File: src/verilog/lpm_seq_pkg.sv
// constants and types for the low-power mode sequencer
// Notes on behaviour
// - In the two shutdown modes only real-time clock or port events wake the device.
// - A watchdog soft reset during mode 2, 3 or 4 sets the memory low-power power bit again.
// - With that bit clear, wake-up outside the shutdown modes lasts the mode's wake time plus the memory wake time.
// - Module oscillator clock requests come from the converter and from I2C with timeout on.
// - Subsystem clock requests come from converter, I2C/SPI master, UART and sensor timing.
// - Requests from the CPU or DMA are synchronous and never overlap a mode change.
// - Clearing both memory power bits puts the memory in its inactive state.
// - Clearing the reset-pin resistor enable also drops the test-clock pin pull-down.
// - The resistor direction bit selects pull-up or pull-down on the reset pin.
// - A watchdog control write with a wrong password causes a soft reset.
// - Modes are entered on ISR exit and on direct status-register writes.
package lpm_seq_pkg;
    // ------------------------------------------------------------
    // modes and states
    // ------------------------------------------------------------
    typedef enum logic [2:0] {
        mode_active = 3'h0,
        mode_lpm0 = 3'h1,
        mode_lpm1 = 3'h2,
        mode_lpm2 = 3'h3,
        mode_lpm3 = 3'h4,
        mode_lpm4 = 3'h5,
        mode_shutdown_with_clock = 3'h6,
        mode_full_shutdown = 3'h7
    } power_mode_t;
    typedef enum logic [1:0] {
        st_run = 2'h0,
        st_sleep = 2'h1,
        st_wake = 2'h3
    } seq_state_t;
    // ------------------------------------------------------------
    // peripheral clock requests
    // ------------------------------------------------------------
    typedef struct packed {
        logic adc;
        logic i2c_mode;
        logic i2c_master;
        logic i2c_timeout_en;
        logic spi_master;
        logic uart_mode;
        logic serial;
        logic sensor_tsm;
    } clk_req_t;
    // ------------------------------------------------------------
    // timing and reset values
    // ------------------------------------------------------------
    localparam int clk_mhz = 100;
    localparam int wake_lpm_ns = 100;
    localparam int wake_mem_ns = 100;
    localparam logic [15:0] wake_lpm_cycles = 16'((wake_lpm_ns * clk_mhz + 999) / 1000);
    localparam logic [15:0] wake_mem_cycles = 16'((wake_mem_ns * clk_mhz + 999) / 1000);
    localparam logic [7:0] wdt_password = 8'h5a;
    localparam logic reset_mem_power = 1'b1;
    localparam logic reset_mem_lowpower_power = 1'b1;
    localparam logic reset_pin_resistor_enable_init = 1'b1;
    localparam logic reset_pin_resistor_direction_init = 1'b1;
endpackage

File: src/verilog/low_power_mode_sequencer.sv
// low-power mode sequencer with clock request routing and pin resistor control
`timescale 1ns/100ps
`default_nettype none
module low_power_mode_sequencer (
    input wire logic clk,
    input wire logic resetn,
    input wire logic sr_write,
    input wire logic isr_exit,
    input wire lpm_seq_pkg::power_mode_t req_mode,
    input wire logic irq_any,
    input wire logic irq_rtc,
    input wire logic irq_port,
    input wire logic wdt_soft_reset,
    input wire logic wdt_ctl_write,
    input wire logic [7:0] wdt_ctl_password,
    input wire logic mem_write,
    input wire logic mem_power_enable_wr,
    input wire logic mem_lowpower_power_wr,
    input wire logic pin_cfg_write,
    input wire logic reset_pin_resistor_enable_wr,
    input wire logic reset_pin_resistor_direction_wr,
    input wire lpm_seq_pkg::clk_req_t periph_req_async,
    input wire logic cpu_dma_req,
    output lpm_seq_pkg::power_mode_t cur_mode,
    output logic wake_done,
    output logic soft_reset,
    output logic mem_power_enable_bit,
    output logic mem_lowpower_power_bit,
    output logic mem_inactive,
    output logic module_oscillator_clock_req,
    output logic subsystem_clock_req,
    output logic reset_pin_pull_en,
    output logic reset_pin_pull_up,
    output logic test_twowire_clock_pin_pulldown_en
);
    // ------------------------------------------------------------
    // synchronise asynchronous requests
    // ------------------------------------------------------------
    lpm_seq_pkg::clk_req_t req_meta;
    lpm_seq_pkg::clk_req_t req_sync;
    // sequencer state and wake countdown
    lpm_seq_pkg::seq_state_t state;
    logic [15:0] wake_count;
    logic [15:0] wake_load;
    logic in_deep;
    logic next_module_oscillator_clock_req;
    logic next_subsystem_clock_req;

    // ------------------------------------------------------------
    // mode decoding
    // ------------------------------------------------------------
    // modes where a watchdog reset restores the memory low-power power bit
    function automatic logic is_deep_mode(input lpm_seq_pkg::power_mode_t m);
        return (m == lpm_seq_pkg::mode_lpm2) | (m == lpm_seq_pkg::mode_lpm3)
            | (m == lpm_seq_pkg::mode_lpm4);
    endfunction

    // shutdown modes wake only on the real-time clock or a port
    function automatic logic is_shutdown_mode(input lpm_seq_pkg::power_mode_t m);
        return (m == lpm_seq_pkg::mode_shutdown_with_clock)
            | (m == lpm_seq_pkg::mode_full_shutdown);
    endfunction

    // two-stage synchroniser for peripheral requests
    always_ff @(posedge clk or negedge resetn) begin
        if (!resetn) begin
            req_meta <= '0;
            req_sync <= '0;
        end else begin
            req_meta <= periph_req_async;
            req_sync <= req_meta;
        end
    end

    // ------------------------------------------------------------
    // clock request routing
    // ------------------------------------------------------------
    // request terms; cpu/dma request is already on clk
    // asynchronous edges only reach this after both synchroniser flops,
    // so a request edge never lands inside a mode change decision
    always_comb begin
        next_module_oscillator_clock_req = req_sync.adc
            | (req_sync.i2c_mode & req_sync.i2c_timeout_en);
        next_subsystem_clock_req = req_sync.adc | req_sync.sensor_tsm
            | (req_sync.serial & (req_sync.i2c_master | req_sync.spi_master
            | req_sync.uart_mode))
            | cpu_dma_req;
    end

    // registered request outputs
    always_ff @(posedge clk or negedge resetn) begin
        if (!resetn) begin
            module_oscillator_clock_req <= 1'b0;
            subsystem_clock_req <= 1'b0;
        end else begin
            module_oscillator_clock_req <= next_module_oscillator_clock_req;
            subsystem_clock_req <= next_subsystem_clock_req;
        end
    end

    // ------------------------------------------------------------
    // soft reset from watchdog
    // ------------------------------------------------------------
    // wrong password write resets in any watchdog mode
    always_ff @(posedge clk or negedge resetn) begin
        if (!resetn) begin
            soft_reset <= 1'b0;
        end else begin
            soft_reset <= wdt_soft_reset
                | (wdt_ctl_write & (wdt_ctl_password != lpm_seq_pkg::wdt_password));
        end
    end

    // ------------------------------------------------------------
    // memory power bits
    // ------------------------------------------------------------
    assign in_deep = is_deep_mode(cur_mode);

    // software writes, soft reset in deep modes restores the low-power bit
    always_ff @(posedge clk or negedge resetn) begin
        if (!resetn) begin
            mem_power_enable_bit <= lpm_seq_pkg::reset_mem_power;
            mem_lowpower_power_bit <= lpm_seq_pkg::reset_mem_lowpower_power;
        end else if (soft_reset) begin
            mem_power_enable_bit <= lpm_seq_pkg::reset_mem_power;
            if (in_deep) begin
                mem_lowpower_power_bit <= 1'b1;
            end
        end else if (mem_write) begin
            mem_power_enable_bit <= mem_power_enable_wr;
            mem_lowpower_power_bit <= mem_lowpower_power_wr;
        end
    end

    // inactive when both bits are clear
    assign mem_inactive = ~mem_power_enable_bit & ~mem_lowpower_power_bit;

    // ------------------------------------------------------------
    // mode sequencing
    // ------------------------------------------------------------
    // wake time, stretched by the memory wake time when its power bit is clear, except in the shutdown modes
    always_comb begin
        if (is_shutdown_mode(cur_mode) || mem_lowpower_power_bit) begin
            wake_load = lpm_seq_pkg::wake_lpm_cycles;
        end else begin
            wake_load = 16'(lpm_seq_pkg::wake_lpm_cycles
                + lpm_seq_pkg::wake_mem_cycles);
        end
    end

    // entry on isr exit or status write, wake on allowed sources
    // a watchdog reset while asleep drops straight back to active
    always_ff @(posedge clk or negedge resetn) begin
        if (!resetn) begin
            state <= lpm_seq_pkg::st_run;
            cur_mode <= lpm_seq_pkg::mode_active;
            wake_count <= '0;
            wake_done <= 1'b0;
        end else begin
            wake_done <= 1'b0;
            unique case (state)
                lpm_seq_pkg::st_run: begin
                    if ((sr_write | isr_exit) && req_mode != lpm_seq_pkg::mode_active) begin
                        cur_mode <= req_mode;
                        state <= lpm_seq_pkg::st_sleep;
                    end
                end
                lpm_seq_pkg::st_sleep: begin
                    if (soft_reset) begin
                        cur_mode <= lpm_seq_pkg::mode_active;
                        state <= lpm_seq_pkg::st_run;
                    end else if (is_shutdown_mode(cur_mode)) begin
                        // other interrupts cannot wake a shutdown mode
                        if (irq_rtc | irq_port) begin
                            state <= lpm_seq_pkg::st_wake;
                            wake_count <= wake_load;
                        end
                    end else if (irq_any | irq_rtc | irq_port) begin
                        state <= lpm_seq_pkg::st_wake;
                        wake_count <= wake_load;
                    end
                end
                lpm_seq_pkg::st_wake: begin
                    if (wake_count <= 16'h0001) begin
                        cur_mode <= lpm_seq_pkg::mode_active;
                        state <= lpm_seq_pkg::st_run;
                        wake_done <= 1'b1;
                    end else begin
                        wake_count <= wake_count - 16'h0001;
                    end
                end
                default: begin
                    state <= lpm_seq_pkg::st_run;
                end
            endcase
        end
    end

    // ------------------------------------------------------------
    // reset pin resistor control
    // ------------------------------------------------------------
    // enable also governs the test clock pin pull-down
    always_ff @(posedge clk or negedge resetn) begin
        if (!resetn) begin
            reset_pin_pull_en <= lpm_seq_pkg::reset_pin_resistor_enable_init;
            reset_pin_pull_up <= lpm_seq_pkg::reset_pin_resistor_direction_init;
        end else if (pin_cfg_write) begin
            reset_pin_pull_en <= reset_pin_resistor_enable_wr;
            reset_pin_pull_up <= reset_pin_resistor_direction_wr;
        end
    end

    assign test_twowire_clock_pin_pulldown_en = reset_pin_pull_en;
endmodule
`default_nettype wire

File: config.mk
export PLATFORM = sky130hd
export DESIGN_NAME = low_power_mode_sequencer
export DESIGN_NICKNAME = d
export VERILOG_FILES = /design/src/verilog/lpm_seq_pkg.sv /design/src/verilog/low_power_mode_sequencer.sv
export SDC_FILE = /design/constraint.sdc
export NUM_CORES = 1
export LEC_CHECK = 0
export BUFFER_PORTS_ARGS = -buffer_cell sky130_fd_sc_hd__clkbuf_2
export CAP_MARGIN = 10
export CORE_AREA = 2 2 63 65
export CTS_CLUSTER_DIAMETER = 50
export DETAILED_ROUTE_END_ITERATION = 8
export DIE_AREA = 0 0 65 67
export HOLD_SLACK_MARGIN = 0.15
export PLACE_DENSITY = 0.82
export SETUP_SLACK_MARGIN = 0.05
export SYNTH_ARGS = -nofsm -noshare
export SYNTH_HDL_FRONTEND = slang
export SYNTH_SLANG_ARGS = --single-unit
File: constraint.sdc
create_clock -name clk -period 5.1 [get_ports clk]
set_input_delay 1.02 -clock clk [delete_from_list [all_inputs] [get_ports clk]]
set_output_delay 1.02 -clock clk [all_outputs]
set_load 0.01 [all_outputs]
==> results.sh, run 1 <==
export IMPL_status="finished, final reports clean"
export IMPL_first_iter_violations=69
export IMPL_die_area_um2=4355
export IMPL_antenna_cells=0
export IMPL_clock_latency_ns=0.30
export IMPL_period_share_pct=54.86
export IMPL_grt_pass1_vias=1439
export IMPL_globalplace_congestion=0.8067
export IMPL_drcViolationCount=0
export IMPL_numCtsBuffers=5
export IMPL_synth_seq_area_share_pct=55.49
export IMPL_synth_fa_ha_area_share_pct=1.228
export IMPL_finalNonFillerCells=272
export IMPL_synth_edf_count=0
export IMPL_critPathKind="flip-flop to flip-flop"
export IMPL_yosys_warnings=0
export IMPL_final_nets=260
export IMPL_synth_async_reset_ratio_pct=100.0
export IMPL_worstMarginPinSlew_ns=1.021
export IMPL_setup_tns_ns=0
export IMPL_die_height_um=67
export IMPL_port_buffer_count=47
export IMPL_swShare_pct=37.81
export IMPL_synthesis_nets=211
export IMPL_antenna_found_initial=0
export IMPL_worst_ep_required_time_ns=5.28
export IMPL_finalWirelength_um=3817
export IMPL_n_fill_cell=289
export IMPL_core_area_um2=3606
export IMPL_startpoint_type="flip-flop"
export IMPL_maxCapViolations=0
export IMPL_period_needed_ns=2.798
export IMPL_max_stage_delay_ns=0.81
export IMPL_syn_area_um2=2038
export IMPL_synthFlopType="dfrtp_1"
export IMPL_std_cell_rows=22
export IMPL_critPathSlowestCell="o21ai_2"
export IMPL_drive_gt1_share_pct=41.96
export IMPL_overflow=0
export IMPL_cts_root_buffer="clkbuf_8"
export IMPL_hold_viol_final=0
export IMPL_setup_viol=0
export IMPL_clock_sinks=45
export IMPL_ys_types=45
export IMPL_seqPwrFrac_pct=44.8
export IMPL_h_tree_depth=2
export IMPL_clkPwrFrac_pct=18.8
export IMPL_fin_skew_ns=0.006739
export IMPL_crit_fanout=30
export IMPL_path_cells="or4_4 > or4b_1 > o21ai_2 > or4_2 > a21oi_2"
export IMPL_hp_class="flip-flop to flip-flop"
export IMPL_p_int_w=0.0007729
export IMPL_layout_setup_ws_ns=2.302
export IMPL_firstDrtPassIters=5
export IMPL_cts_buffer_depth=2
export IMPL_via_per_inst=5.614
export IMPL_dpl_cell_count=263
export IMPL_yosys_mux_area_fraction_pct=3.560
export IMPL_grt_use_total_pct=19.75
export IMPL_cts_tree="built"
export IMPL_synth_compound_area_share_pct=17.43
export IMPL_post_place_ws_ns=2.273
export IMPL_drv_slew=0
export IMPL_grt_pass1_wl_um=6244
export IMPL_post_cts_setup_buffers=0
export IMPL_vias=1527
export IMPL_syn_area_per_cell_um2=11.71
export IMPL_syn_to_final_growth_pct=17.62
export IMPL_arrival_ns=2.98
export IMPL_peakVddDrop_mv=0.3025
export IMPL_hpwl_um=2700
export IMPL_synthCells=174
export IMPL_io_pins=48
export IMPL_cts_resized=0
export IMPL_ant_nets=0
export IMPL_rsz0062_at_grt="false"
export IMPL_synth_simple_gate_area_share_pct=17.74
export IMPL_grt_max_degree=46
export IMPL_synth_top_family_by_area="simple AND/OR/NAND/NOR gates"
export IMPL_comb_power_share_pct=36.4
export IMPL_dieWidth_um=65
export IMPL_critPathCaptureType="flip-flop"
export IMPL_clk_pin_slew_ns=0.09
export IMPL_hold_buffers=0
export IMPL_p_per_area_nw_per_um2=518.4
export IMPL_net_switching_power_w=0.0004699
export IMPL_wl_per_cell_um=14.03
export IMPL_slew_headroom_pct=31.91
export IMPL_initial_core_util_pct=56.52
export IMPL_synth_ff_latch_count=45
export IMPL_total_power_w=0.001243
export IMPL_p_leak_nw=1.095
export IMPL_synth_xor_area_share_pct=0
export IMPL_max_freq_mhz=357.4
## critical path: cells and delay by family, from the launching register on
kind	cells	cell delay, ns
and+or+nand+nor	3	1.38
AOI/OAI and AO/OA	2	0.86
DFF	1	0.44
## cell usage in the layout, fill, tap and decap left out, drive strengths merged, types with 2 or more instances in the layout
cell / n
a21o: 3
a21oi: 14
buf: 2
clkbuf: 53
dfrtp: 41
dfstp: 4
ha: 2
inv: 7
mux2: 2
mux2i: 5
nand2: 8
nand3: 2
nor2: 12
nor3: 8
nor4bb: 2
o21ai: 7
o22a: 2
o2bb2ai: 3
o31ai: 9
o41ai: 2
or2: 5
or3: 11
or4: 8
## metrics by stage
step / hold slack, ns / instance area (µm²) / utilization, %
global route: 0.3604 / 2397 / 66.48
detailed placement: 0.3347 / 2277 / 63.15
CTS: 0.3551 / 2377 / 65.93
global placement: 0.3322 / 2277 / 63.15
finish: 0.3526 / 2397 / 66.48
floorplan: 0.3312 / 2038 / -
## area by class of cell
cell class                      count  area [µm²]  area share [%]
Timing Repair Buffer               49       262.8           10.96
Multi-Input combinational cell    116       820.8           34.24
Sequential cell                    45        1131           47.18
Inverter                            6       22.52          0.9395
Tap cell                           48       60.06           2.505
Clock buffer                        6       82.58           3.445
Clock inverter                      2       17.52          0.7307
## flip-flops by register name, summed over array words and instances (netlist names), 2 cells and up
signal / count
wake_count: 16
req_meta: 8
req_sync: 8
cur_mode: 3
state: 2
## cells by family after synthesis
family / after synthesis
and+or+nand+nor: 61
AOI/OAI and AO/OA: 46
DFF: 45
buffers and inverters: 13
muxes: 7
adders and majority gates: 2
## cells in the mapped netlist (5+ instances only)
library cell	n	area, µm²
mux2i_1	5	50.05
nor3_1	8	40.04
or3_1	6	37.54
o31ai_1	9	67.56
inv_1	5	18.77
nor2_1	12	45.04
or4_2	6	52.55
or3_2	5	37.54
dfrtp_1	41	1026
nand2_1	8	30.03
a21oi_2	10	87.58
## routing by layer
layer / global-route usage (%) / vias to the layer above / wire, µm
li1: - / 742 / -
met1: 22.05 / 732 / 1663
met2: 34.54 / 49 / 1873
met3: 5.405 / 4 / 202
met4: 10.11 / 0 / 78
met5: 0 / - / 0
## power groups by stage
stage          combinational [W]  clock, W  sequential [W]
4_1_cts                 0.000452  0.000242        0.000554
6_report                0.000452  0.000234        0.000557
2_1_floorplan           0.000363         0        0.000542
3_5_place_dp            0.000450         0        0.000559
3_3_place_gp            0.000440         0        0.000557
5_1_grt                 0.000506  0.000257        0.000571
## worst paths after layout
path,startpoint,endpoint,slack [ns],depth (start not counted)
max reg2reg,wake_count[8]$_DFFE_PN0P_,wake_count[14]$_DFFE_PN0P_,2.30,5
min,req_meta[4]$_DFF_PN0_,req_sync[4]$_DFF_PN0_,0.35,0
min in group asynchronous,resetn,subsystem_clock_req$_DFF_PN0_,0.63,1
max,wake_count[8]$_DFFE_PN0P_,wake_count[14]$_DFFE_PN0P_,2.30,5
min reg2reg,req_meta[4]$_DFF_PN0_,req_sync[4]$_DFF_PN0_,0.35,0
max in group asynchronous,resetn,mem_power_enable_bit$_DFFE_PN1P_,3.89,2
Note: power is estimated with default switching activity, not from simulation.
==> run 2: changes to the inputs <==
--- a/config.mk
+++ b/config.mk
@@ -7,12 +7,12 @@
 export LEC_CHECK = 0
 export BUFFER_PORTS_ARGS = -buffer_cell sky130_fd_sc_hd__clkbuf_2
 export CAP_MARGIN = 10
-export CORE_AREA = 2 2 63 65
+export CORE_AREA = 2 2 66 68
 export CTS_CLUSTER_DIAMETER = 50
 export DETAILED_ROUTE_END_ITERATION = 8
-export DIE_AREA = 0 0 65 67
+export DIE_AREA = 0 0 68 70
 export HOLD_SLACK_MARGIN = 0.15
-export PLACE_DENSITY = 0.82
+export PLACE_DENSITY = 0.76
 export SETUP_SLACK_MARGIN = 0.05
 export SYNTH_ARGS = -nofsm -noshare
 export SYNTH_HDL_FRONTEND = slang
==> constraint.sdc (replaced) <==
create_clock -name clk -period 2.8 [get_ports clk]
set_input_delay 0.56 -clock clk [delete_from_list [all_inputs] [get_ports clk]]
set_output_delay 0.56 -clock clk [all_outputs]
set_load 0.01 [all_outputs]
==> run 2 against run 1 <==
Utilization decreased by 8.4 points. Register-to-register slack got worse by 1.8 ns. Total power increased by 89%. Sequential power increased by 83%. Die area increased by 9.3%. Fmax increased by 19%. Global-route usage decreased by 0.81 points. Clock skew increased by 0.0010 ns. First-iteration DRC count increased by 39%. Non-clock buffer count unchanged. Setup slack got worse by 1.8 ns. Via count decreased by 0.59%. Critical endpoint is now state[0]$_DFFE_PN0P_. Highest routed layer unchanged.
==> results.sh, run 2 (synthesis gave the netlist of run 1 again) <==
export IMPL_critPathSlowestCell="or4_4"
export IMPL_grt_pass1_vias=1553
export IMPL_via_per_inst=5.500
export IMPL_arrival_ns=2.55
export IMPL_core_area_um2=4144
export IMPL_wl_per_cell_um=13.86
export IMPL_finalWirelength_um=3825
export IMPL_post_cts_setup_buffers=0
export IMPL_status="finished, final reports clean"
export IMPL_worst_r2r_endpoint="state[0]$_DFFE_PN0P_"
export IMPL_rsz0062_at_grt="false"
export IMPL_hold_viol_final=0
export IMPL_cts_tree="built"
export IMPL_first_iter_violations=96
export IMPL_setup_tns_ns=0
export IMPL_antenna_found_initial=0
export IMPL_p_per_area_nw_per_um2=977.1
export IMPL_syn_to_final_growth_pct=18.05
export IMPL_grt_use_total_pct=18.94
export IMPL_peakVddDrop_mv=0.4452
export IMPL_largest_reg_flops=16
export IMPL_antenna_cells=0
export IMPL_globalplace_congestion=0.7634
export IMPL_critPathKind="flip-flop to flip-flop"
export IMPL_drv_slew=0
export IMPL_period_needed_ns=2.348
export IMPL_cts_root_buffer="clkbuf_8"
export IMPL_die_area_um2=4760
export IMPL_hp_class="flip-flop to flip-flop"
export IMPL_reg2reg_slack_ns=0.45
export IMPL_firstDrtPassIters=4
export IMPL_clk_pin_slew_ns=0.09
export IMPL_path_buf_inv=0
export IMPL_cts_buffer_depth=2
export IMPL_crit_path_end="state[0]$_DFFE_PN0P_"
export IMPL_critPathCaptureType="flip-flop"
export IMPL_worstSetupStartpoint="wake_count[8]$_DFFE_PN0P_"
export IMPL_hpwl_um=2740
export IMPL_fin_skew_ns=0.007751
export IMPL_largest_register="wake_count"
export IMPL_dieWidth_um=68
export IMPL_h_tree_depth=2
export IMPL_die_height_um=70
export IMPL_ant_nets=0
export IMPL_mostFrequentLayoutCells="clkbuf_2 (47), dfrtp_1 (41), nor2_1 (12)"
export IMPL_drive_gt1_share_pct=41.96
export IMPL_port_buffer_count=47
export IMPL_grt_max_degree=46
export IMPL_max_stage_delay_ns=0.58
export IMPL_worstMarginPinSlew_ns=1.074
export IMPL_cts_resized=0
export IMPL_rr_startpoint="wake_count[8]$_DFFE_PN0P_"
export IMPL_period_share_pct=83.84
export IMPL_rr_worst_depth=5
export IMPL_maxCapViolations=0
export IMPL_vias=1518
export IMPL_hold_buffers=0
export IMPL_std_cell_rows=24
export IMPL_slew_headroom_pct=28.43
export IMPL_crit_fanout=7
export IMPL_drcViolationCount=0
export IMPL_layout_commonest_cell="clkbuf_2"
export IMPL_io_pins=48
export IMPL_path_cells="or4_4 > or2_1 > o41ai_1 > o31ai_1 > a21o_1"
export IMPL_crit_family="compound AO/OA/AOI/OAI gates"
export IMPL_grt_pass1_wl_um=6817
export IMPL_startpoint_type="flip-flop"
export IMPL_final_nets=260
export IMPL_initial_core_util_pct=49.18
export IMPL_max_freq_mhz=426.0
export IMPL_clock_latency_ns=0.30
export IMPL_total_power_w=0.002351
export IMPL_crit_cells=5
export IMPL_clock_sinks=45
export IMPL_numCtsBuffers=5
export IMPL_p_leak_nw=1.097
export IMPL_overflow=0
export IMPL_reg_largest_list="wake_count (16), req_meta (8), req_sync (8)"
export IMPL_worst_ep_required_time_ns=3.00
export IMPL_setup_viol=0
run 2: cell count changes in the layout (fill, tap and decap cells not counted):
cell,previous run,this run
buf_12,1,0
clkinv_4,1,0
inv_6,1,2
clkbuf_8,6,5
buf_4,1,2
bufinv_16,0,1
run 2: layout make-up:
class	instances	area, µm²
Sequential cell	45	1131
Tap cell	52	65.06
Clock buffer	5	68.82
Clock inverter	3	47.55
Timing Repair Buffer	49	250.2
Fill cell	355	1738
Inverter	6	22.52
Multi-Input combinational cell	116	820.8
run 2: routing by layer:
layer  global-route usage, %  up-vias  part of all wire [%]
li1                        -      743                     -
met1                   25.67      726                    45
met2                   29.13       43                    48
met3                   4.992        6                   5.1
met4                   6.667        0                   1.6
met5                       0        -                     0
run 2: through the flow:
stage	utilization, %	cells	hold WS (ns)	cell area [µm²]	worst slack (ns)
6_report	58.06	276	0.3531	2406	0.4524
5_1_grt	58.06	276	0.3425	2406	0.2679
4_1_cts	58.06	276	0.3488	2406	0.4029
3_5_place_dp	55.25	268	0.3347	2290	0.4263
3_3_place_gp	55.25	268	0.3316	2290	0.4875
2_1_floorplan	-	174	0.2644	2038	0.6230
run 2: where the power goes:
| group | internal [W] | leakage [nW] | switching (W) |
|---|---|---|---|
| Combinational | 0.000384 | 0.489 | 0.000442 |
| Clock | 0.000272 | 0.0591 | 0.000235 |
| Sequential | 0.000821 | 0.548 | 0.000197 |
run 2: how the worst min path moves through the flow:
stage | slack (ns) | to | depth (start not counted) | startpoint
after CTS | 0.35 | req_meta[0]$_DFF_PN0_ | 1 | periph_req_async[0]
after detailed placement | 0.33 | req_sync[5]$_DFF_PN0_ | 0 | req_meta[5]$_DFF_PN0_
final | 0.35 | req_sync[5]$_DFF_PN0_ | 0 | req_meta[5]$_DFF_PN0_
after global placement | 0.33 | req_sync[7]$_DFF_PN0_ | 0 | req_meta[7]$_DFF_PN0_
after global routing | 0.34 | req_meta[6]$_DFF_PN0_ | 1 | periph_req_async[6]
after floorplan | 0.26 | cur_mode[0]$_DFFE_PN0P_ | 0 | resetn
run 2: worst register-to-register path: stages, from the launching register on:
cell	delay, ns
dfrtp_1	0.44
or4_4	0.58
or2_1	0.25
o41ai_1	0.51
o31ai_1	0.25
a21o_1	0.21
==> run 3: changes to the inputs <==
--- a/config.mk
+++ b/config.mk
@@ -7,12 +7,12 @@
 export LEC_CHECK = 0
 export BUFFER_PORTS_ARGS = -buffer_cell sky130_fd_sc_hd__clkbuf_2
 export CAP_MARGIN = 10
-export CORE_AREA = 2 2 66 68
+export CORE_AREA = 2 2 69 71
 export CTS_CLUSTER_DIAMETER = 50
 export DETAILED_ROUTE_END_ITERATION = 8
-export DIE_AREA = 0 0 68 70
+export DIE_AREA = 0 0 71 73
 export HOLD_SLACK_MARGIN = 0.15
-export PLACE_DENSITY = 0.76
+export PLACE_DENSITY = 0.73
 export SETUP_SLACK_MARGIN = 0.05
 export SYNTH_ARGS = -nofsm -noshare
 export SYNTH_HDL_FRONTEND = slang
==> constraint.sdc (replaced) <==
create_clock -name clk -period 2.09 [get_ports clk]
set_input_delay 0.418 -clock clk [delete_from_list [all_inputs] [get_ports clk]]
set_output_delay 0.418 -clock clk [all_outputs]
set_load 0.01 [all_outputs]
==> run 3 against run 2 <==
The run now ends with setup timing left. Non-clock buffer count grew 28. Cell count grew 11%. Combinational power grew 120%. First-iteration DRC count shrank 2.1%. Fmax grew 7.6%. Register-to-register slack lost 0.55 ns. Setup slack lost 0.55 ns. Critical endpoint is now wake_count[4]$_DFFE_PN0P_.
==> results.sh, run 3 (synthesis gave the netlist of run 1 again) <==
export IMPL_n_fill_cell=373
export IMPL_final_nets=288
export IMPL_p_per_area_nw_per_um2=1396
export IMPL_numCtsBuffers=5
export IMPL_slew_headroom_pct=63.62
export IMPL_hold_buffers=0
export IMPL_violations="setup timing"
export IMPL_ant_nets=0
export IMPL_critPathSlowestCell="or4_4"
export IMPL_peakVddDrop_mv=0.5775
export IMPL_grt_pass1_wl_um=7721
export IMPL_std_cell_rows=25
export IMPL_largest_register="wake_count"
export IMPL_worst_ep_required_time_ns=2.29
export IMPL_port_buffer_count=47
export IMPL_syn_to_final_growth_pct=35.11
export IMPL_critPathCaptureType="flip-flop"
export IMPL_clock_latency_ns=0.31
export IMPL_dpl_cell_count=290
export IMPL_first_iter_violations=94
export IMPL_seqCellArea_um2=1131
export IMPL_dieWidth_um=71
export IMPL_worst_r2r_endpoint="wake_count[4]$_DFFE_PN0P_"
export IMPL_largest_reg_flops=16
export IMPL_grt_pass1_vias=1721
export IMPL_rr_worst_depth=6
export IMPL_initial_core_util_pct=44.94
export IMPL_globalplace_congestion=0.8466
export IMPL_mostFrequentLayoutCells="clkbuf_2 (47), dfrtp_1 (41), buf_4 (28)"
export IMPL_rsz0062_at_grt="true"
export IMPL_io_pins=48
export IMPL_via_per_inst=5.546
export IMPL_path_cells="or4_4 > or4b_4 > o21ai_4 > buf_6 > a21oi_2 > o22a_1"
export IMPL_clock_sinks=45
export IMPL_period_share_pct=104.4
export IMPL_status="finished with violations"
export IMPL_rr_startpoint="wake_count[9]$_DFFE_PN0P_"
export IMPL_cts_buffer_depth=2
export IMPL_layout_commonest_cell="clkbuf_2"
export IMPL_fin_skew_ns=0.01008
export IMPL_setup_viol=16
export IMPL_h_tree_depth=2
export IMPL_grt_max_degree=46
export IMPL_critPathKind="flip-flop to flip-flop"
export IMPL_die_height_um=73
export IMPL_multi_input_area_um2=934.6
export IMPL_arrival_ns=2.38
export IMPL_timing_hold_ws_ns=0.1702
export IMPL_reg_largest_list="wake_count (16), req_meta (8), req_sync (8)"
export IMPL_drcViolationCount=0
export IMPL_cts_root_buffer="clkbuf_8"
export IMPL_hpwl_um=3038
export IMPL_drive_gt1_share_pct=55.16
export IMPL_p_leak_nw=1.256
export IMPL_firstDrtPassIters=4
export IMPL_vias=1697
export IMPL_drv_slew=0
export IMPL_crit_fanout=6
export IMPL_setup_tns_ns=-0.8334
export IMPL_hold_viol_final=0
export IMPL_fin_util_pct=60.72
export IMPL_worstMarginPinSlew_ns=0.5457
export IMPL_grt_use_total_pct=19.39
export IMPL_core_area_um2=4536
export IMPL_cts_tree="built"
export IMPL_max_stage_delay_ns=0.56
export IMPL_period_needed_ns=2.183
export IMPL_crit_family="simple AND/OR/NAND/NOR gates"
export IMPL_clk_pin_slew_ns=0.09
export IMPL_hp_class="primary input to asynchronous set/reset pin"
export IMPL_die_area_um2=5183
export IMPL_reg2reg_slack_ns=-0.09
export IMPL_maxCapViolations=0
export IMPL_antenna_cells=0
export IMPL_path_buf_inv=1
export IMPL_finalNonFillerCells=306
export IMPL_layout_setup_ws_ns=-0.09264
export IMPL_startpoint_type="flip-flop"
export IMPL_max_freq_mhz=458.2
export IMPL_wl_per_cell_um=15.12
export IMPL_antenna_found_initial=0
export IMPL_finalWirelength_um=4626
export IMPL_overflow=0
==> run 3: cell count changes in the layout (fill, tap and decap cells not counted), moves of 2 or more <==
cell / delta
buf_4: +26
nor2_1: -2
o21ai_1: -2
inv_6: -2
ha_4: +2
ha_1: -2
o2bb2ai_1: -2
or3_4: +2
o2bb2ai_2: +2
==> run 3: final cells by class <==
cell class | count | share of cell area [%]
Clock inverter | 3 | 1.817
Sequential cell | 45 | 41.07
Tap cell | 54 | 2.453
Timing Repair Buffer | 77 | 17.31
Multi-Input combinational cell | 116 | 33.94
Clock buffer | 5 | 2.499
Inverter | 6 | 0.9087
==> run 3: power by group <==
part	total [W]	internal (W)	leakage (nW)	switching, W
sequential	0.00131	0.00110	0.548	0.000209
combinational	0.00184	0.000955	0.648	0.000885
clock	0.000696	0.000366	0.0603	0.000329
total	0.00384	0.00242	1.26	0.00142
==> run 3: per-layer routing <==
metal	vias to the layer above	track usage, %	share of wire, %
met5	-	0	0
met4	0	9.644	3.0
met3	11	4.696	5.2
met2	60	33.75	52
met1	825	22.41	40
li1	801	-	-
==> run 3: metrics by stage <==
step                setup WS, ns  cell area [µm²]  total power (W)
CTS                     -0.06816             2649         0.003575
floorplan               -0.08702             2042         0.002214
global placement        -0.05020             2459         0.002683
global route             -0.1562             2754         0.004109
finish                  -0.09264             2754         0.003843
detailed placement       -0.1018             2459         0.002733
==> run 3: worst max-delay path by stage <==
stage | startpoint | endpoint | slack (ns) | cells after the start
2_1_floorplan | wake_count[8]$_DFFE_PN0P_ | wake_count[4]$_DFFE_PN0P_ | -0.09 | 7
3_3_place_gp | wake_count[8]$_DFFE_PN0P_ | wake_count[4]$_DFFE_PN0P_ | -0.05 | 6
3_5_place_dp | wake_count[8]$_DFFE_PN0P_ | wake_count[4]$_DFFE_PN0P_ | -0.10 | 6
4_1_cts | wake_count[8]$_DFFE_PN0P_ | wake_count[2]$_DFFE_PN0P_ | -0.07 | 6
5_1_grt | wake_count[9]$_DFFE_PN0P_ | wake_count[2]$_DFFE_PN0P_ | -0.16 | 6
6_report | wake_count[9]$_DFFE_PN0P_ | wake_count[4]$_DFFE_PN0P_ | -0.09 | 6
==> run 3: what timing repair did <==
action                                  in CTS  in global routing
setup buffers                                3                  5
pin swaps                                    2                 10
endpoints found under the setup margin      20                 20
cloned                                       1                  0
resized for setup                           10                 15
==> run 3: worst register-to-register path: stages, from the launching register on <==
cell and delay (ns):
dfrtp_1 0.40, or4_4 0.56, or4b_4 0.53, o21ai_4 0.20, buf_6 0.16, a21oi_2 0.04, o22a_1 0.18
